==> src/logic/edc_pkg.sv <==
package edc_pkg;
    localparam int BEAT_W      = 64;
    localparam int LINE_W      = 128;
    localparam int CHK_W       = 8;
    localparam int HALF_W      = BEAT_W + CHK_W;
    localparam int ARRAY_W     = 2 * HALF_W;
    localparam int MOD_W       = 36;
    localparam int GROUPS      = 4;
    localparam int MODS_PER_GR = 4;
    localparam int ADDR_W      = 36;
    localparam int LINE_ADDR_W = 23;
    localparam int UNIT_LSB    = 24;
    localparam int UNIT_W      = 12;
    localparam int OFS_W       = 3;
    localparam int TOTAL_UNITS = 32;
    localparam int BUS_MHZ     = 40;

    localparam logic [2:0] SIZE_DWORD = 3'h3;
    localparam logic [3:0] IRQ_CE_LEVEL = 4'hf;

    typedef enum logic [2:0] {
        GRP_EMPTY   = 3'h0,
        GRP_4M_SS   = 3'h1,
        GRP_4M_DS   = 3'h2,
        GRP_16M_SS  = 3'h3,
        GRP_16M_DS  = 3'h4
    } edc_grp_t;

    typedef enum logic [3:0] {
        TT_WRITE    = 4'h0,
        TT_READ     = 4'h1,
        TT_CRD      = 4'h2,
        TT_CRI      = 4'h3,
        TT_CWI      = 4'h4,
        TT_CINV     = 4'h5
    } edc_type_t;

    // Group capacity in 16 MByte units
    function automatic logic [3:0] edc_grp_units(input edc_grp_t g);
        unique case (g)
            GRP_4M_SS:  return 4'h1;
            GRP_4M_DS:  return 4'h2;
            GRP_16M_SS: return 4'h4;
            GRP_16M_DS: return 4'h8;
            default:    return 4'h0;
        endcase
    endfunction : edc_grp_units
endpackage : edc_pkg

==> src/logic/edc_ecc.sv <==
`timescale 1ns/1ns
module edc_ecc
    import edc_pkg::*;
(
    input  wire logic [edc_pkg::BEAT_W-1:0] data,
    input  wire logic [edc_pkg::CHK_W-1:0]  check_in,
    output logic      [edc_pkg::CHK_W-1:0]  check_gen,
    output logic      [edc_pkg::BEAT_W-1:0] corrected,
    output logic      [edc_pkg::CHK_W-1:0]  syndrome,
    output logic                            single_err,
    output logic                            multi_err
);
    // Nibbles 0 to 13: weight-5 columns from one 4-set each, so three bad bits in a nibble give weight 7.
    // Nibbles 14 and 15: weight-3 columns whose nibble triples fall on unused codes
    function automatic logic [CHK_W-1:0] col(input int idx);
        logic [CHK_W-1:0] tail [8];
        logic [2:0]       x;
        int               n;
        int               k;
        tail = '{8'h07, 8'h19, 8'h61, 8'h2a, 8'h0e, 8'h32, 8'hc2, 8'h54};
        col = (idx >= 56) ? tail[idx - 56] : '0;
        n = 0;
        for (int v = 0; v < 256; v++) begin
            x = 3'h0;
            for (int b = 0; b < 8; b++) begin
                x = v[b] ? x ^ 3'(b) : x;
            end
            if ($countones(v[7:0]) == 4 && x == 3'h0) begin
                k = 0;
                for (int b = 0; b < 8; b++) begin
                    if (v[b] && n == idx / 4 && k == idx % 4) begin
                        col = ~(v[7:0] ^ (8'h1 << b));
                    end
                    k = v[b] ? k + 1 : k;
                end
                n++;
            end
        end
    endfunction : col

    logic [BEAT_W-1:0] flip;
    logic              hit;
    logic [CHK_W-1:0]  cols [BEAT_W];

    // Columns are fixed, so they are worked out once instead of on every data change
    for (genvar i = 0; i < BEAT_W; i++) begin : g_cols
        assign cols[i] = col(i);
    end

    always_comb begin
        check_gen = '0;
        for (int i = 0; i < BEAT_W; i++) begin
            if (data[i]) begin
                check_gen = check_gen ^ cols[i];
            end
        end
        syndrome = check_gen ^ check_in;
        flip = '0;
        hit = 1'b0;
        for (int i = 0; i < BEAT_W; i++) begin
            if (syndrome == cols[i]) begin
                flip[i] = 1'b1;
                hit = 1'b1;
            end
        end
        // Odd weight on a data column or a single check bit: one flipped bit; even weight or other odd pattern: detected only
        single_err = (syndrome != '0) && ($countones(syndrome) % 2 == 1)
                     && (hit || $countones(syndrome) == 1);
        multi_err  = (syndrome != '0) && !single_err;
        corrected  = data ^ flip;
    end
endmodule : edc_ecc

==> src/logic/edc_ctrl.sv <==
`timescale 1ns/1ns
// Overview of operation
// - Writes narrower than a doubleword read the line, merge the new bytes and rewrite with new check bits.
// - A read with one bad bit returns corrected data with a normal acknowledge.
// - An access with two bad bits, or a pattern the code cannot place, ends that cycle with an error acknowledge instead.
// - Each corrected error can raise a level 15 interrupt request to the processors.
// - The code corrects one bad bit, detects two, and flags patterns it cannot place as uncorrectable.
// - Data moves to and from the array over a 144-bit path, two checked doublewords per line.
// - Every transaction size and both plain and coherent transaction types are accepted.
// - A single or multi-bit error is captured with address and syndrome while none is held; later ones set overflow, a multi-bit replacing a held single.
// - Sixteen 36-bit modules form four groups of four, one group per 144-bit line access.
// - Each group is set to 4Mbit or 16Mbit parts, single or double sided, by its own setting.
// - Capacity runs from 16 to 512 MBytes, groups stacked in address order.
// - The block runs on the 40MHz system bus clock and answers as a level two slave.
module edc_ctrl
    import edc_pkg::*;
#(
    parameter int NGROUPS = edc_pkg::GROUPS
) (
    input  wire logic                            clk,
    input  wire logic                            rst_n,
    input  wire edc_pkg::edc_grp_t               grp_cfg [NGROUPS],
    input  wire logic                            ce_irq_enable,
    input  wire logic                            err_clear,
    input  wire logic                            req_valid,
    output logic                                 req_ready,
    input  wire logic [3:0]                      req_type,
    input  wire logic [2:0]                      req_size,
    input  wire logic [edc_pkg::ADDR_W-1:0]      req_addr,
    input  wire logic [edc_pkg::BEAT_W-1:0]      req_wdata,
    output logic                                 rsp_ack,
    output logic                                 rsp_err,
    output logic      [edc_pkg::BEAT_W-1:0]      rsp_rdata,
    output logic                                 mem_valid,
    input  wire logic                            mem_ready,
    output logic                                 mem_write,
    output logic      [1:0]                      mem_we,
    output logic      [1:0]                      mem_group,
    output logic      [edc_pkg::LINE_ADDR_W-1:0] mem_line,
    output logic      [edc_pkg::ARRAY_W-1:0]     mem_wdata,
    input  wire logic                            mem_rvalid,
    input  wire logic [edc_pkg::ARRAY_W-1:0]     mem_rdata,
    output logic      [3:0]                      irq_level,
    output logic                                 err_valid,
    output logic                                 err_multi,
    output logic                                 err_overflow,
    output logic      [edc_pkg::ADDR_W-1:0]      err_addr,
    output logic      [edc_pkg::CHK_W-1:0]       err_syndrome
);
    import edc_pkg::*;

    if (NGROUPS < 1 || NGROUPS > GROUPS) begin : bad_groups
        $error("NGROUPS must be 1 to 4");
    end

    typedef enum logic [5:0] {
        S_IDLE    = 6'b000001,
        S_RD_REQ  = 6'b000010,
        S_RD_WAIT = 6'b000100,
        S_WR_REQ  = 6'b001000,
        S_BEAT    = 6'b010000,
        S_DONE    = 6'b100000
    } edc_state_t;

    function automatic logic is_write(input logic [3:0] t);
        return (t == TT_WRITE) || (t == TT_CWI);
    endfunction : is_write

    function automatic logic [7:0] byte_mask(input logic [2:0] size, input logic [2:0] ofs);
        logic [7:0] m;
        unique case (size)
            3'h0:    m = 8'h01;
            3'h1:    m = 8'h03;
            3'h2:    m = 8'h0f;
            default: m = 8'hff;
        endcase
        return 8'(m << ofs);
    endfunction : byte_mask

    // Groups stack upward from zero in group order
    function automatic logic [5:0] decode(input logic [ADDR_W-1:0] a, input edc_grp_t cfg [NGROUPS]);
        logic [5:0]        res;
        logic [UNIT_W-1:0] base;
        logic [UNIT_W-1:0] units;
        res = '0;
        base = '0;
        for (int g = 0; g < NGROUPS; g++) begin
            units = UNIT_W'(edc_grp_units(cfg[g]));
            if (!res[5] && a[ADDR_W-1:UNIT_LSB] >= base && a[ADDR_W-1:UNIT_LSB] < base + units) begin
                res = {1'b1, 2'(g), OFS_W'(a[ADDR_W-1:UNIT_LSB] - base)};
            end
            base = base + units;
        end
        return res;
    endfunction : decode

    edc_state_t          state, next_state;
    logic [3:0]          ttype, next_ttype;
    logic [2:0]          tsize, next_tsize;
    logic [ADDR_W-1:0]   taddr, next_taddr;
    logic [4:0]          beats, next_beats;
    logic [BEAT_W-1:0]   wbuf, next_wbuf;
    logic                next_ack, next_err;
    logic [BEAT_W-1:0]   next_rdata;
    logic [1:0]          next_mem_we, next_mem_group;
    logic [LINE_ADDR_W-1:0] next_mem_line;
    logic [ARRAY_W-1:0]  next_mem_wdata;
    logic [5:0]          dec;
    logic                half;
    logic [BEAT_W-1:0]   enc_data;
    logic [CHK_W-1:0]    enc_chk;
    logic [BEAT_W-1:0]   dec_data, dec_fixed;
    logic [CHK_W-1:0]    dec_chk, dec_syn;
    logic                dec_single, dec_multi;
    logic [7:0]          mask;
    logic                ev_single, ev_multi;

    assign half = taddr[3];
    assign mask = byte_mask(tsize, taddr[2:0]);
    assign dec  = decode(req_valid && state == S_IDLE ? req_addr : taddr, grp_cfg);
    assign dec_data = half ? mem_rdata[HALF_W+BEAT_W-1:HALF_W] : mem_rdata[BEAT_W-1:0];
    assign dec_chk  = half ? mem_rdata[ARRAY_W-1:HALF_W+BEAT_W] : mem_rdata[HALF_W-1:BEAT_W];

    // Only the addressed doubleword of the 128-bit line is checked and rewritten
    edc_ecc u_dec (
        .data       (dec_data),
        .check_in   (dec_chk),
        .check_gen  (),
        .corrected  (dec_fixed),
        .syndrome   (dec_syn),
        .single_err (dec_single),
        .multi_err  (dec_multi)
    );

    edc_ecc u_enc (
        .data       (enc_data),
        .check_in   ('0),
        .check_gen  (enc_chk),
        .corrected  (),
        .syndrome   (),
        .single_err (),
        .multi_err  ()
    );

    assign ev_single = (state == S_RD_WAIT) && mem_rvalid && dec_single;
    assign ev_multi  = (state == S_RD_WAIT) && mem_rvalid && dec_multi;

    assign req_ready = (state == S_IDLE);
    assign mem_valid = (state == S_RD_REQ) || (state == S_WR_REQ);
    assign mem_write = (state == S_WR_REQ);

    always_comb begin
        next_state     = state;
        next_ttype     = ttype;
        next_tsize     = tsize;
        next_taddr     = taddr;
        next_beats     = beats;
        next_wbuf      = wbuf;
        next_ack       = 1'b0;
        next_err       = 1'b0;
        next_rdata     = rsp_rdata;
        next_mem_we    = mem_we;
        next_mem_group = mem_group;
        next_mem_line  = mem_line;
        enc_data       = wbuf;
        unique case (state)
            S_IDLE: begin
                enc_data = req_wdata;
                if (req_valid) begin
                    // Any size and any plain or coherent type is taken
                    next_ttype = req_type;
                    next_tsize = req_size;
                    next_taddr = req_addr;
                    next_wbuf  = req_wdata;
                    next_beats = (req_size > SIZE_DWORD) ? 5'(5'h1 << (req_size - SIZE_DWORD)) : 5'h1;
                    next_mem_group = dec[4:3];
                    next_mem_line  = {dec[2:0], req_addr[UNIT_LSB-1:4]};
                    next_mem_we    = req_addr[3] ? 2'b10 : 2'b01;
                    if (!dec[5]) begin
                        next_err   = 1'b1;
                        next_state = S_DONE;
                    end else if (req_type == TT_CINV) begin
                        next_ack   = 1'b1;
                        next_state = S_DONE;
                    end else if (is_write(req_type) && req_size >= SIZE_DWORD) begin
                        next_state = S_WR_REQ;
                    end else begin
                        next_state = S_RD_REQ;
                    end
                end
            end
            S_RD_REQ: begin
                if (mem_ready) begin
                    next_state = S_RD_WAIT;
                end
            end
            S_RD_WAIT: begin
                for (int b = 0; b < 8; b++) begin
                    enc_data[8*b +: 8] = mask[b] ? wbuf[8*b +: 8] : dec_fixed[8*b +: 8];
                end
                if (mem_rvalid) begin
                    if (dec_multi) begin
                        next_err   = 1'b1;
                        next_state = S_DONE;
                    end else if (is_write(ttype)) begin
                        next_wbuf  = enc_data;
                        next_state = S_WR_REQ;
                    end else begin
                        next_rdata = dec_fixed;
                        next_ack   = 1'b1;
                        next_beats = beats - 5'h1;
                        next_taddr = taddr + ADDR_W'(8);
                        next_state = (beats == 5'h1) ? S_DONE : S_BEAT;
                    end
                end
            end
            S_WR_REQ: begin
                if (mem_ready) begin
                    next_ack   = 1'b1;
                    next_beats = beats - 5'h1;
                    next_taddr = taddr + ADDR_W'(8);
                    next_state = (beats == 5'h1) ? S_DONE : S_BEAT;
                end
            end
            S_BEAT: begin
                // Master puts the next write beat up in the same cycle as each ack
                enc_data       = req_wdata;
                next_wbuf      = req_wdata;
                next_mem_group = dec[4:3];
                next_mem_line  = {dec[2:0], taddr[UNIT_LSB-1:4]};
                next_mem_we    = taddr[3] ? 2'b10 : 2'b01;
                if (!dec[5]) begin
                    next_err   = 1'b1;
                    next_state = S_DONE;
                end else begin
                    next_state = is_write(ttype) ? S_WR_REQ : S_RD_REQ;
                end
            end
            S_DONE: begin
                next_state = S_IDLE;
            end
        endcase
        // Fresh check bits go with every line write, same code in both halves' lanes
        next_mem_wdata = {enc_chk, enc_data, enc_chk, enc_data};
        if (state == S_WR_REQ) begin
            next_mem_wdata = mem_wdata;
        end
    end

    always_ff @(posedge clk or negedge rst_n) begin
        if (!rst_n) begin
            state     <= S_IDLE;
            ttype     <= 4'h0;
            tsize     <= 3'h0;
            taddr     <= '0;
            beats     <= 5'h0;
            wbuf      <= '0;
            rsp_ack   <= 1'b0;
            rsp_err   <= 1'b0;
            rsp_rdata <= '0;
            mem_we    <= 2'b00;
            mem_group <= 2'h0;
            mem_line  <= '0;
            mem_wdata <= '0;
        end else begin
            state     <= next_state;
            ttype     <= next_ttype;
            tsize     <= next_tsize;
            taddr     <= next_taddr;
            beats     <= next_beats;
            wbuf      <= next_wbuf;
            rsp_ack   <= next_ack;
            rsp_err   <= next_err;
            rsp_rdata <= next_rdata;
            mem_we    <= next_mem_we;
            mem_group <= next_mem_group;
            mem_line  <= next_mem_line;
            mem_wdata <= next_mem_wdata;
        end
    end

    logic                next_valid, next_multi, next_ovf;
    logic [ADDR_W-1:0]   next_eaddr;
    logic [CHK_W-1:0]    next_esyn;
    logic [3:0]          next_irq;

    always_comb begin
        next_valid = err_valid;
        next_multi = err_multi;
        next_ovf   = err_overflow;
        next_eaddr = err_addr;
        next_esyn  = err_syndrome;
        if (err_clear) begin
            next_valid = 1'b0;
            next_multi = 1'b0;
            next_ovf   = 1'b0;
        end
        // A new event wins over a clear in the same cycle; a multi-bit event replaces a held single
        if (ev_single || ev_multi) begin
            if (err_valid && !err_clear && !(ev_multi && !err_multi)) begin
                next_ovf = 1'b1;
            end else begin
                next_valid = 1'b1;
                next_multi = ev_multi;
                next_eaddr = taddr;
                next_esyn  = dec_syn;
                next_ovf   = err_valid && !err_clear;
            end
        end
        // Held corrected error raises level 15 only while enabled
        next_irq = (ce_irq_enable && next_valid && !next_multi) ? IRQ_CE_LEVEL : 4'h0;
    end

    always_ff @(posedge clk or negedge rst_n) begin
        if (!rst_n) begin
            err_valid    <= 1'b0;
            err_multi    <= 1'b0;
            err_overflow <= 1'b0;
            err_addr     <= '0;
            err_syndrome <= '0;
            irq_level    <= 4'h0;
        end else begin
            err_valid    <= next_valid;
            err_multi    <= next_multi;
            err_overflow <= next_ovf;
            err_addr     <= next_eaddr;
            err_syndrome <= next_esyn;
            irq_level    <= next_irq;
        end
    end

    ack_err_excl_a: assert property (@(posedge clk) disable iff (!rst_n) !(rsp_ack && rsp_err))
        else $error("ack and error ack together");
    single_fix_a: assert property (@(posedge clk) disable iff (!rst_n)
        ev_single && !is_write(ttype) |=> rsp_ack && !rsp_err && rsp_rdata == $past(dec_fixed))
        else $error("bad corrected read");
    multi_err_a: assert property (@(posedge clk) disable iff (!rst_n)
        ev_multi |=> rsp_err ##1 state == S_IDLE && !mem_valid)
        else $error("no error ack");
    narrow_rmw_a: assert property (@(posedge clk) disable iff (!rst_n)
        state == S_IDLE && req_valid && dec[5] && is_write(req_type) && req_size < SIZE_DWORD
        |=> state == S_RD_REQ && !mem_write)
        else $error("no read before merge");
    capture_a: assert property (@(posedge clk) disable iff (!rst_n)
        (ev_single || ev_multi) |=> err_valid && (err_multi || !$past(ev_multi)))
        else $error("error not captured");
    hold_a: assert property (@(posedge clk) disable iff (!rst_n)
        err_valid && !err_clear |=> err_valid && (err_addr == $past(err_addr) || err_multi && !$past(err_multi)))
        else $error("capture lost");
    irq_gate_a: assert property (@(posedge clk) disable iff (!rst_n)
        irq_level == IRQ_CE_LEVEL |-> $past(ce_irq_enable) && err_valid && !err_multi)
        else $error("stray interrupt");
    unmapped_a: assert property (@(posedge clk) disable iff (!rst_n)
        state == S_IDLE && req_valid && !dec[5] |=> rsp_err ##1 state == S_IDLE)
        else $error("unpopulated address not refused");
endmodule : edc_ctrl

==> config.mk <==
export PLATFORM = sky130hd
export DESIGN_NAME = edc_ctrl
export DESIGN_NICKNAME = d
export VERILOG_FILES = /design/src/logic/edc_pkg.sv /design/src/logic/edc_ecc.sv /design/src/logic/edc_ctrl.sv
export SDC_FILE = /design/constraint.sdc
export NUM_CORES = 1
export LEC_CHECK = 0
export BUFFER_PORTS_ARGS = -buffer_cell sky130_fd_sc_hd__buf_2
export CAP_MARGIN = 30
export CORE_AREA = 2 2 217 219
export DETAILED_ROUTE_END_ITERATION = 10
export DIE_AREA = 0 0 219 221
export PLACE_DENSITY = 0.77
export SYNTH_ARGS = -nofsm -noshare
export SYNTH_HDL_FRONTEND = slang
export SYNTH_SLANG_ARGS = --single-unit
==> constraint.sdc <==
create_clock -name clk -period 8.96 [get_ports clk]
set_input_delay 0.448 -clock clk [delete_from_list [all_inputs] [get_ports clk]]
set_output_delay 0.448 -clock clk [all_outputs]
set_load 0.1 [all_outputs]
======== After elaboration in Yosys (flattened, before gate mapping) ========
Index checks and enable logic that the tools add are counted.
operators by class
  add/subtract/negate cells ............... 16
  order comparisons ....................... 10
  equality and inequality tests ........... 101
  shift-type cells ........................ 2
  mux-type cells .......................... 338
  bitwise logic cells ..................... 132
  reductions and logical operators ........ 49
operators by type and width
  kind                     count
  $mux W8                  81
  $not A5 Y5               110
  $mux W64                 5
  $eq A8 B8 Y1 const B     36
  $mux W7                  34
  $mux W36                 6
  $pmux W64 S3             1
  $mux W6                  28
  $mux W1                  147
  $eq A8 B7 Y1 const B     17
  $pmux W64 S2             1
  $pmux W36 S3             1
  $add A32 B32 Y32         3
  $pmux W4 S4              4
  $xor A64 B64 Y64         1
  $eq A8 B6 Y1 const B     7
  $mux W5                  10
  $not A3 Y3               16
  $pmux W23 S2             1
  $add A36 B4 Y36 const B  1
  $pmux W6 S6              1
  $eq A32 B2 Y1 const B    1
  $eq A3 B2 Y1 const B     9
  $pmux W8 S3              1
  58 further kinds         126
storage, ports and cells
  register bits ........................... 406
  input bits .............................. 270
  output and inout bits ................... 291
  word-level logic and storage cells ...... 667

======== Logic depth before layout (Yosys ltp) ========
Gate-level depths: netlist of run 1.
  word-level depth ........................ 261
  mapped depth ............................ 35
  gate-level depth less buffers ........... 24

======== Cells and area by module ========
From an unflattened synthesis of run 1, not the netlist that was laid out.
unflattened totals
  cell total of the unflattened synthesis .. 2670
  area total of the unflattened synthesis .. 25604.6 sq um
modules (own cells, without submodules)
  module            times used  cells each  area each (sq um)  seq. area each (sq um)
  edc_ctrl          1           1768        17858.4            8259.2
  edc_ecc at u_enc  1           465         3993.8             0.0
  edc_ecc at u_dec  1           437         3752.3             0.0

======== Worst setup path before layout of run 1 ========
No wires, ideal clock.
  kind .................................... flip-flop to flip-flop
  start ................................... reg taddr[3]
  end ..................................... reg rsp_rdata[47] in the netlist's numbering
  setup time .............................. 0.083 ns
  data arrival time ....................... 7.515 ns
  data required time ...................... 8.877 ns
  setup slack ............................. 1.362 ns
  cell stages (with the launch flop) ...... 35
  buffers on the path ..................... 13
  clock period less this slack ............ 7.598 ns
  cells stage by stage .................... dfrtp_1 buf_2 buf_6 buf_6 buf_4 buf_4 clkbuf_1 clkbuf_1 a21oi_1 xnor2_1 xor2_1 xnor2_1 xor2_1 xor2_1 ha_1 clkbuf_1 clkbuf_1 buf_2 inv_1 fa_1 inv_1 fa_1 ha_1 fa_1 nor4b_1 nor3_1 nand4_1 o31ai_1 nand2_1 nand3_1 clkbuf_1 clkbuf_1 clkbuf_1 nand2_1 o21ai_0
between the ends
  elaborated cells between the ends (all ways) .. 278
  those cells by class .................... add/sub: 7; eq/ne: 66; mux: 131; bitwise: 67; reduce/logical: 7
RTL lines
  item                         RTL line         text
  start, declared              edc_ctrl.sv:100  logic [ADDR_W-1:0] taddr, next_taddr;
  start signal, assigned       edc_ctrl.sv:269  taddr <= next_taddr;
  $mux W64                     edc_ctrl.sv:121  assign dec_data = half ? mem_rdata[HALF_W+BEAT_W-1:HALF_W] : mem_rdata[BEAT_W-1:0];
  $mux W8                      edc_ecc.sv:53    if (data[i]) begin
  $not A5 Y5 (no line)         n/a
  $mux W8                      edc_ecc.sv:53
  $not A5 Y5 (no line)         n/a
  $mux W8                      edc_ecc.sv:53
  $not A5 Y5 (no line)         n/a
  $mux W8                      edc_ecc.sv:53
  [... 65 more ...]            n/a
  named net dec_syn[7]         edc_ctrl.sv:113  logic [CHK_W-1:0] dec_chk, dec_syn;
  $eq A8 B8 Y1                 edc_ecc.sv:61    if (syndrome == cols[i]) begin
  $mux W1 (64 in a row)        edc_ecc.sv:61
  $logic_or A1 B1 Y1           edc_ecc.sv:68    && (hit || $countones(syndrome) == 1);
  $logic_and A1 B1 Y1          edc_ecc.sv:68
  $logic_not A1 Y1             edc_ecc.sv:69    multi_err = (syndrome != '0) && !single_err;
  $logic_and A1 B1 Y1          edc_ecc.sv:69
  $not A1 Y1 (no line)         n/a
  $reduce_and A4 Y1 (no line)  n/a
  end signal, assigned         edc_ctrl.sv:274  rsp_rdata <= next_rdata;
  end, declared                edc_ctrl.sv:33   output logic [edc_pkg::BEAT_W-1:0] rsp_rdata,
Mark *: on every way through the listed nets, which the timed path passes. The rest lies on a longest branch.
A chain may end at the register's enable or synchronous reset.

======== Final worst setup path of run 1 ========
  start ................................... reg taddr[3]
  end ..................................... reg err_addr[13] in the netlist's numbering
between the ends
  elaborated cells between the ends (all ways) .. 282
  those cells by class .................... add/sub: 7; eq/ne: 66; mux: 130; bitwise: 66; reduce/logical: 13
RTL lines
  item                             RTL line         text
  $mux W64                         edc_ctrl.sv:121
  $mux W8                          edc_ecc.sv:53
  $not A5 Y5 (no line)             n/a
  $mux W8                          edc_ecc.sv:53
  $not A5 Y5 (no line)             n/a
  $mux W8                          edc_ecc.sv:53
  $not A5 Y5 (no line)             n/a
  $mux W8 (4 in a row)             edc_ecc.sv:53
  [... 88 more ...]                n/a
  named net dec_syn[5]             edc_ctrl.sv:113
  [... 67 more ...]                n/a
  $logic_not A1 Y1                 edc_ecc.sv:69
  $logic_and A1 B1 Y1              edc_ecc.sv:69
  $logic_and A1 B1 Y1              edc_ctrl.sv:146  assign ev_multi = (state == S_RD_WAIT) && mem_rvalid && dec_multi;
  $logic_and A1 B1 Y1              edc_ctrl.sv:300  if (err_valid && !err_clear && !(ev_multi && !err_multi)) begin
  $logic_not A1 Y1                 edc_ctrl.sv:300
  $logic_and A1 B1 Y1              edc_ctrl.sv:300
  $not A1 Y1 (no line)             n/a
  $reduce_and A2 Y1 (no line) (*)  n/a
  end signal, assigned             edc_ctrl.sv:326  err_addr <= next_eaddr;
  end, declared                    edc_ctrl.sv:47   output logic [edc_pkg::ADDR_W-1:0] err_addr,
Marked as above.

==> results of run 1 <==
## synthesized netlist by cell type, types with 51 or more instances
master / instances / area share [%]
a21oi_1: 250 / 5.3
buf_4: 81 / 2.6
clkbuf_1: 125 / 2.0
dfrtp_1: 329 / 35
ha_1: 53 / 2.8
inv_1: 66 / 1.1
mux2_2: 51 / 2.4
mux2i_1: 94 / 4.0
nand2_1: 204 / 3.2
nand4_1: 64 / 1.7
nor2_1: 221 / 3.5
nor3_1: 66 / 1.4
o21ai_0: 176 / 3.7
xnor2_1: 308 / 11
xor2_1: 96 / 3.6
## through the flow
stage | hold slack [ps] | instances | setup slack (ps)
global placement | 456 | 3568 | 1270
global route | 87.4 | 3647 | 802
finish | 89.5 | 3648 | 1170
floorplan | 152 | 2610 | 1360
CTS | 64.6 | 3637 | 1010
detailed placement | 466 | 3568 | 1070
## cells by family (layout without fill, tap and decap cells)
| group | Yosys count | in the layout | synth area share (%) |
|---|---|---|---|
| AOI/OAI and AO/OA | 667 | 667 | 18.3 |
| xor gates and xnor gates | 428 | 428 | 17.0 |
| adders and majority gates | 63 | 63 | 3.66 |
| buffers and inverters | 308 | 730 | 6.50 |
| DFF | 330 | 330 | 35.1 |
| muxes | 146 | 146 | 6.49 |
| other | 0 | 9 | 0 |
| and+or+nand+nor | 668 | 668 | 13.0 |
## critical path: stages, from the launching register on
cell      delay [ps]
dfrtp_4          920
mux2i_1          520
xnor2_1          150
xnor2_1          200
xnor2_1          140
xnor2_1          500
xor2_1           180
xnor2_1          330
ha_1             210
buf_4            250
inv_1            120
fa_1             510
inv_1             60
fa_1             470
ha_1             230
fa_1             480
nor4b_1           50
nor3_1           190
nand4_1          110
o31ai_1          510
nand2b_1         230
a31oi_4          230
buf_4            560
mux2_2           410
## layer usage
| metal | vias to the layer above | part of all wire, % | GRT usage [%] |
|---|---|---|---|
| li1 | 9899 | - | - |
| met1 | 10611 | 38 | 43.9 |
| met2 | 1286 | 48 | 58.1 |
| met3 | 220 | 8.6 | 6.27 |
| met4 | 8 | 4.9 | 16.4 |
| met5 | - | 0.060 | 0 |
## worst paths after layout
check	from	to	slack, ps	depth (start not counted)
min in group asynchronous	rst_n	err_addr[32]	520	2
worst max register to register	taddr[3]	err_addr[13]	1170	23
worst min-delay path	err_clear	err_overflow	90	2
max in group asynchronous	rst_n	taddr[3]	6980	3
worst max-delay path	taddr[3]	err_addr[13]	1170	23
worst min register to register	rsp_rdata[48]	rsp_rdata[48]	480	2
## sequential cells by signal, indices dropped and copies added, names as in the netlist, 2 cells and up
name and cells:
mem_wdata 72, rsp_rdata 64, wbuf 64, err_addr 36, taddr 36, mem_line 23, err_syndrome 8, state 6
beats 5, tsize 3, ttype 3, mem_group 2, mem_we 2
## what timing repair did
action                                  in CTS  in global routing
endpoints found under the setup margin       0                  0
hold endpoints to repair                    87                  0
setup buffers                                0                  0
hold buffers                                 1                  0
## area by class of cell
| cell class | instances | area share, % |
|---|---|---|
| antenna | 9 | 0.0817 |
| clock buffer | 54 | 4.14 |
| clock inverter | 14 | 0.658 |
| inverter | 66 | 0.898 |
| multi-input combinational | 1972 | 50.1 |
| sequential | 330 | 30.0 |
| tap | 607 | 2.75 |
| timing repair buffer | 596 | 11.4 |
==> flow_metrics.py, run 1 <==
metrics = {
    "floorplan": {
        "num_rows": 79,
        "die_width_um": 219,
        "core-area_um2": 46100,
        "initial_core_util_pct": 51.2,
        "dieArea_um2": 48400,
        "die_h_um": 221,
        "ios": 561,
    },
    "sta": {
        "maxSlewHeadroom_pct": 19.7,
        "fin_skew_ps": 20.1,
        "fmax_ghz": 0.128,
        "rsz0062_at_grt": "false",
        "fin_crit_ps": 7790,
        "setup_viol": 0,
        "setup_tns_ps": 0,
        "hold_viol": 0,
        "fin_crit_sh_pct": 86.9,
        "final_max_slew_viol_count": 0,
        "tightest_slew_ps": 1210,
    },
    "finish": {
        "final_cell_mix": "559 x buf_2, 328 x dfrtp_1, 308 x xnor2_1",
        "drive_gt1_share_pct": 25.5,
        "fin_util_pct": 59.9,
        "final_common_cell": "buf_2",
        "multiInputGateArea_um2": 13800,
        "area_growth_pct": 17.0,
        "num-nets-final": 3337,
        "fin_area_um2": 27600,
        "regArea_um2": 8260,
        "fillers": 4007,
    },
    "cts": {
        "postCtsResizedCells": 0,
        "cts-htree-levels": 2,
        "cts-buffers-inserted": 38,
        "cts_tree": "built",
        "root_buffer": "clkbuf_16",
        "insertion_delay_ps": 560,
        "cts.sinks": 330,
        "clk_pin_slew_ps": 60,
        "clock_path_buffers": 3,
    },
    "synth": {
        "syn-num-nets": 2943,
        "syn_area_per_cell_um2": 9.03,
        "yosysWarningCount": 0,
        "yosysUniqueCellTypes": 87,
        "syn_area_um2": 23600,
        "synth_top_flop_cell": "dfrtp_1",
        "synth_edf_count": 0,
        "ys_ff_latch": 330,
        "yosysSeqAreaShare_pct": 35.1,
        "ys_async_sr_fraction_pct": 100,
        "synthCells": 2610,
    },
    "hold_path": {
        "holdCritPathClass": "in2reg",
    },
    "grt": {
        "grt_pass1_vias": 20983,
        "grt_overflow": 0,
        "grt_first_pass_wirelength_mm": 129,
        "grt_use_total_pct": 34.9,
        "antenna_found_initial": 14,
        "grt_max_degree": 168,
    },
    "routing": {
        "first_pass_iters": 6,
        "via_per_inst": 6.04,
        "routed_wl_mm": 86.7,
        "drcViolationCount": 0,
        "antenna_left": 0,
        "wire_per_inst_um": 23.8,
        "num_vias": 22024,
        "drt-initial-drc-count": 2592,
    },
    "placed_design": {
        "dpl_cell_area_um2": 26200,
        "globalplace.congestion": 0.984,
        "portBuffers": 560,
        "hpwl_mm": 68.0,
    },
    "run": {
        "max_cap_viol_count": 0,
    },
    "setup_path": {
        "critPathLaunchType": "register",
        "crit_type": "reg2reg",
        "worstPathRequired_ps": 9390,
        "path_max_fanout": 60,
        "cp-end-kind": "register",
        "worst_ep_arrival_time_ps": 8220,
    },
    "status": {
        "status": "finished clean",
    },
}
Power of run 1 is left out: the tool's default activity adds up to more than one toggle a clock period on the data nets, which glitch-free logic cannot reach.
==> run 2, diff against run 1 <==
--- a/config.mk
+++ b/config.mk
@@ -11,6 +11,7 @@
 export DETAILED_ROUTE_END_ITERATION = 10
 export DIE_AREA = 0 0 219 221
 export PLACE_DENSITY = 0.77
+export RECOVER_POWER = 50
 export SYNTH_ARGS = -nofsm -noshare
 export SYNTH_HDL_FRONTEND = slang
 export SYNTH_SLANG_ARGS = --single-unit
==> run 2 against run 1 <==
The run now ends with capacitance limit, slew limit left; critical path depth decreased by 3; count of clock-buffer cells in the layout unchanged; first-iteration DRC count decreased by 5.0%; register-to-register slack got worse by 30 ps; worst hold slack improved by 1.7 ps; routed wire length increased by 0.55%; worst setup slack got worse by 33 ps; sequential share of layout area increased by 0.41 points; core utilization decreased by 0.81 points; cell area decreased by 1.3%; final cell count unchanged; highest routed layer unchanged.
==> flow_metrics.py, run 2 (same netlist as run 1, synthesis figures left out) <==
metrics = {
    "status": {
        "status": "finished with violations",
        "violations": "capacitance limit, slew limit",
    },
    "sta": {
        "timing.hold.ws_ps": 91.3,
        "fin_skew_ps": 22.1,
        "setup_tns_ps": 0,
        "fmax_ghz": 0.128,
        "final_max_slew_viol_count": 102,
        "tightest_slew_ps": 5670,
        "rsz0062_at_grt": "false",
        "fin_crit_ps": 7820,
        "hold_viol": 0,
        "setup_viol": 0,
        "fin_crit_sh_pct": 87.3,
        "maxSlewHeadroom_pct": -278,
    },
    "setup_path": {
        "cp_slowest_cell": "a221oi_1",
        "cp_common_cell": "xnor2_1",
        "max_stage_delay_ps": 1020,
        "cp_num_buf_inv": 1,
        "crit_family": "XOR/XNOR gates",
        "cp-end-kind": "register",
        "r2r-start": "taddr[3]",
        "critPathLaunchType": "register",
        "worst_ep_arrival_time_ps": 8210,
        "worstPathRequired_ps": 9350,
        "crit_chain": "mux2i_1 > xnor2_1 > xnor2_1 > xnor2_1 > xor2_1 > xnor2_1 > xnor2_1 > inv_1 > ha_1 > nand4_1 > xnor2_1 > nor3_1 > a221oi_1 > xnor2_1 > xnor2_1 > xnor2_1 > xnor2_1 > xnor3_1 > xnor2_1 > a21oi_1",
        "crit_type": "reg2reg",
        "cp-startpoint": "taddr[3]",
        "r2r_slack_ps": 1140,
        "path_max_fanout": 60,
    },
    "routing": {
        "drcViolationCount": 0,
        "via_per_inst": 6.06,
        "antenna_left": 0,
        "first_pass_iters": 8,
        "routed_wl_mm": 87.2,
        "wire_per_inst_um": 23.9,
        "drt-initial-drc-count": 2462,
        "num_vias": 22125,
    },
    "finish": {
        "fin_area_um2": 27200,
        "final_common_cell": "dfrtp_1",
        "top_register": "mem_wdata",
        "area_growth_pct": 15.5,
        "drive_gt1_share_pct": 16.0,
        "fillers": 4185,
        "num-nets-final": 3337,
        "final_cell_mix": "328 x dfrtp_1, 308 x xnor2_1, 293 x clkbuf_1",
        "largest_reg_flops": 72,
        "regArea_um2": 8260,
        "largestRegisters": "mem_wdata: 72 flops, rsp_rdata: 64 flops, wbuf: 64 flops",
        "multiInputGateArea_um2": 13800,
    },
    "cts": {
        "root_buffer": "clkbuf_16",
        "clk_pin_slew_ps": 60,
        "cts.sinks": 330,
        "postCtsResizedCells": 0,
        "cts.hold.buffers_added": 1,
        "insertion_delay_ps": 560,
        "postCtsSetupRepairBufs": 0,
        "cts-htree-levels": 2,
        "clock_path_buffers": 3,
        "cts-buffers-inserted": 38,
        "cts_tree": "built",
    },
    "placed_design": {
        "dpl_cell_area_um2": 26200,
        "hpwl_mm": 68.0,
        "globalplace.congestion": 0.984,
        "portBuffers": 560,
    },
    "grt": {
        "grt_overflow": 0,
        "grt_first_pass_wirelength_mm": 129,
        "antenna_found_initial": 15,
        "grt_pass1_vias": 20983,
        "grt_max_degree": 168,
        "grt_use_total_pct": 34.9,
    },
    "hold_path": {
        "holdCritPathClass": "in2reg",
        "min-delay-start": "err_clear",
    },
    "floorplan": {
        "die_h_um": 221,
        "die_width_um": 219,
        "core-area_um2": 46100,
        "ios": 561,
        "num_rows": 79,
        "initial_core_util_pct": 51.2,
        "dieArea_um2": 48400,
    },
    "run": {
        "max_cap_viol_count": 1,
    },
}
==> run 2: per-layer routing <==
| layer | global-route usage [%] | share of wire, % | up-vias |
|---|---|---|---|
| met5 | 0 | 0.075 | - |
| met4 | 16.4 | 4.8 | 10 |
| met3 | 6.27 | 8.9 | 224 |
| met2 | 58.1 | 48 | 1340 |
| met1 | 43.9 | 38 | 10643 |
| li1 | - | - | 9908 |
==> run 2: final cells by class <==
cell class / instances / area share, %
clock inverter: 14 / 0.667
clock buffer: 54 / 4.20
sequential: 330 / 30.4
inverter: 66 / 0.911
antenna: 9 / 0.0828
tap: 607 / 2.79
timing repair buffer: 596 / 10.2
multi-input combinational: 1972 / 50.8
==> run 2: path summary, 6_finish.rpt <==
kind | endpoint | depth (start not counted)
setup reg to reg | mem_wdata[140] | 20
hold reg to reg | rsp_rdata[58] | 2
max in group asynchronous | mem_wdata[134] | 2
setup / recovery | mem_wdata[140] | 20
hold / removal | err_overflow | 2
min in group asynchronous | err_addr[32] | 2
==> run 2: through the flow <==
stage          util [%]  instances  setup slack, ps
2_1_floorplan         -       2610             1360
6_report           59.1       3648             1140
4_1_cts            59.7       3637             1010
5_1_grt            59.1       3647              802
3_3_place_gp       56.9       3568             1270
3_5_place_dp       56.9       3568             1070
Power of run 2 is left out for the same reason.
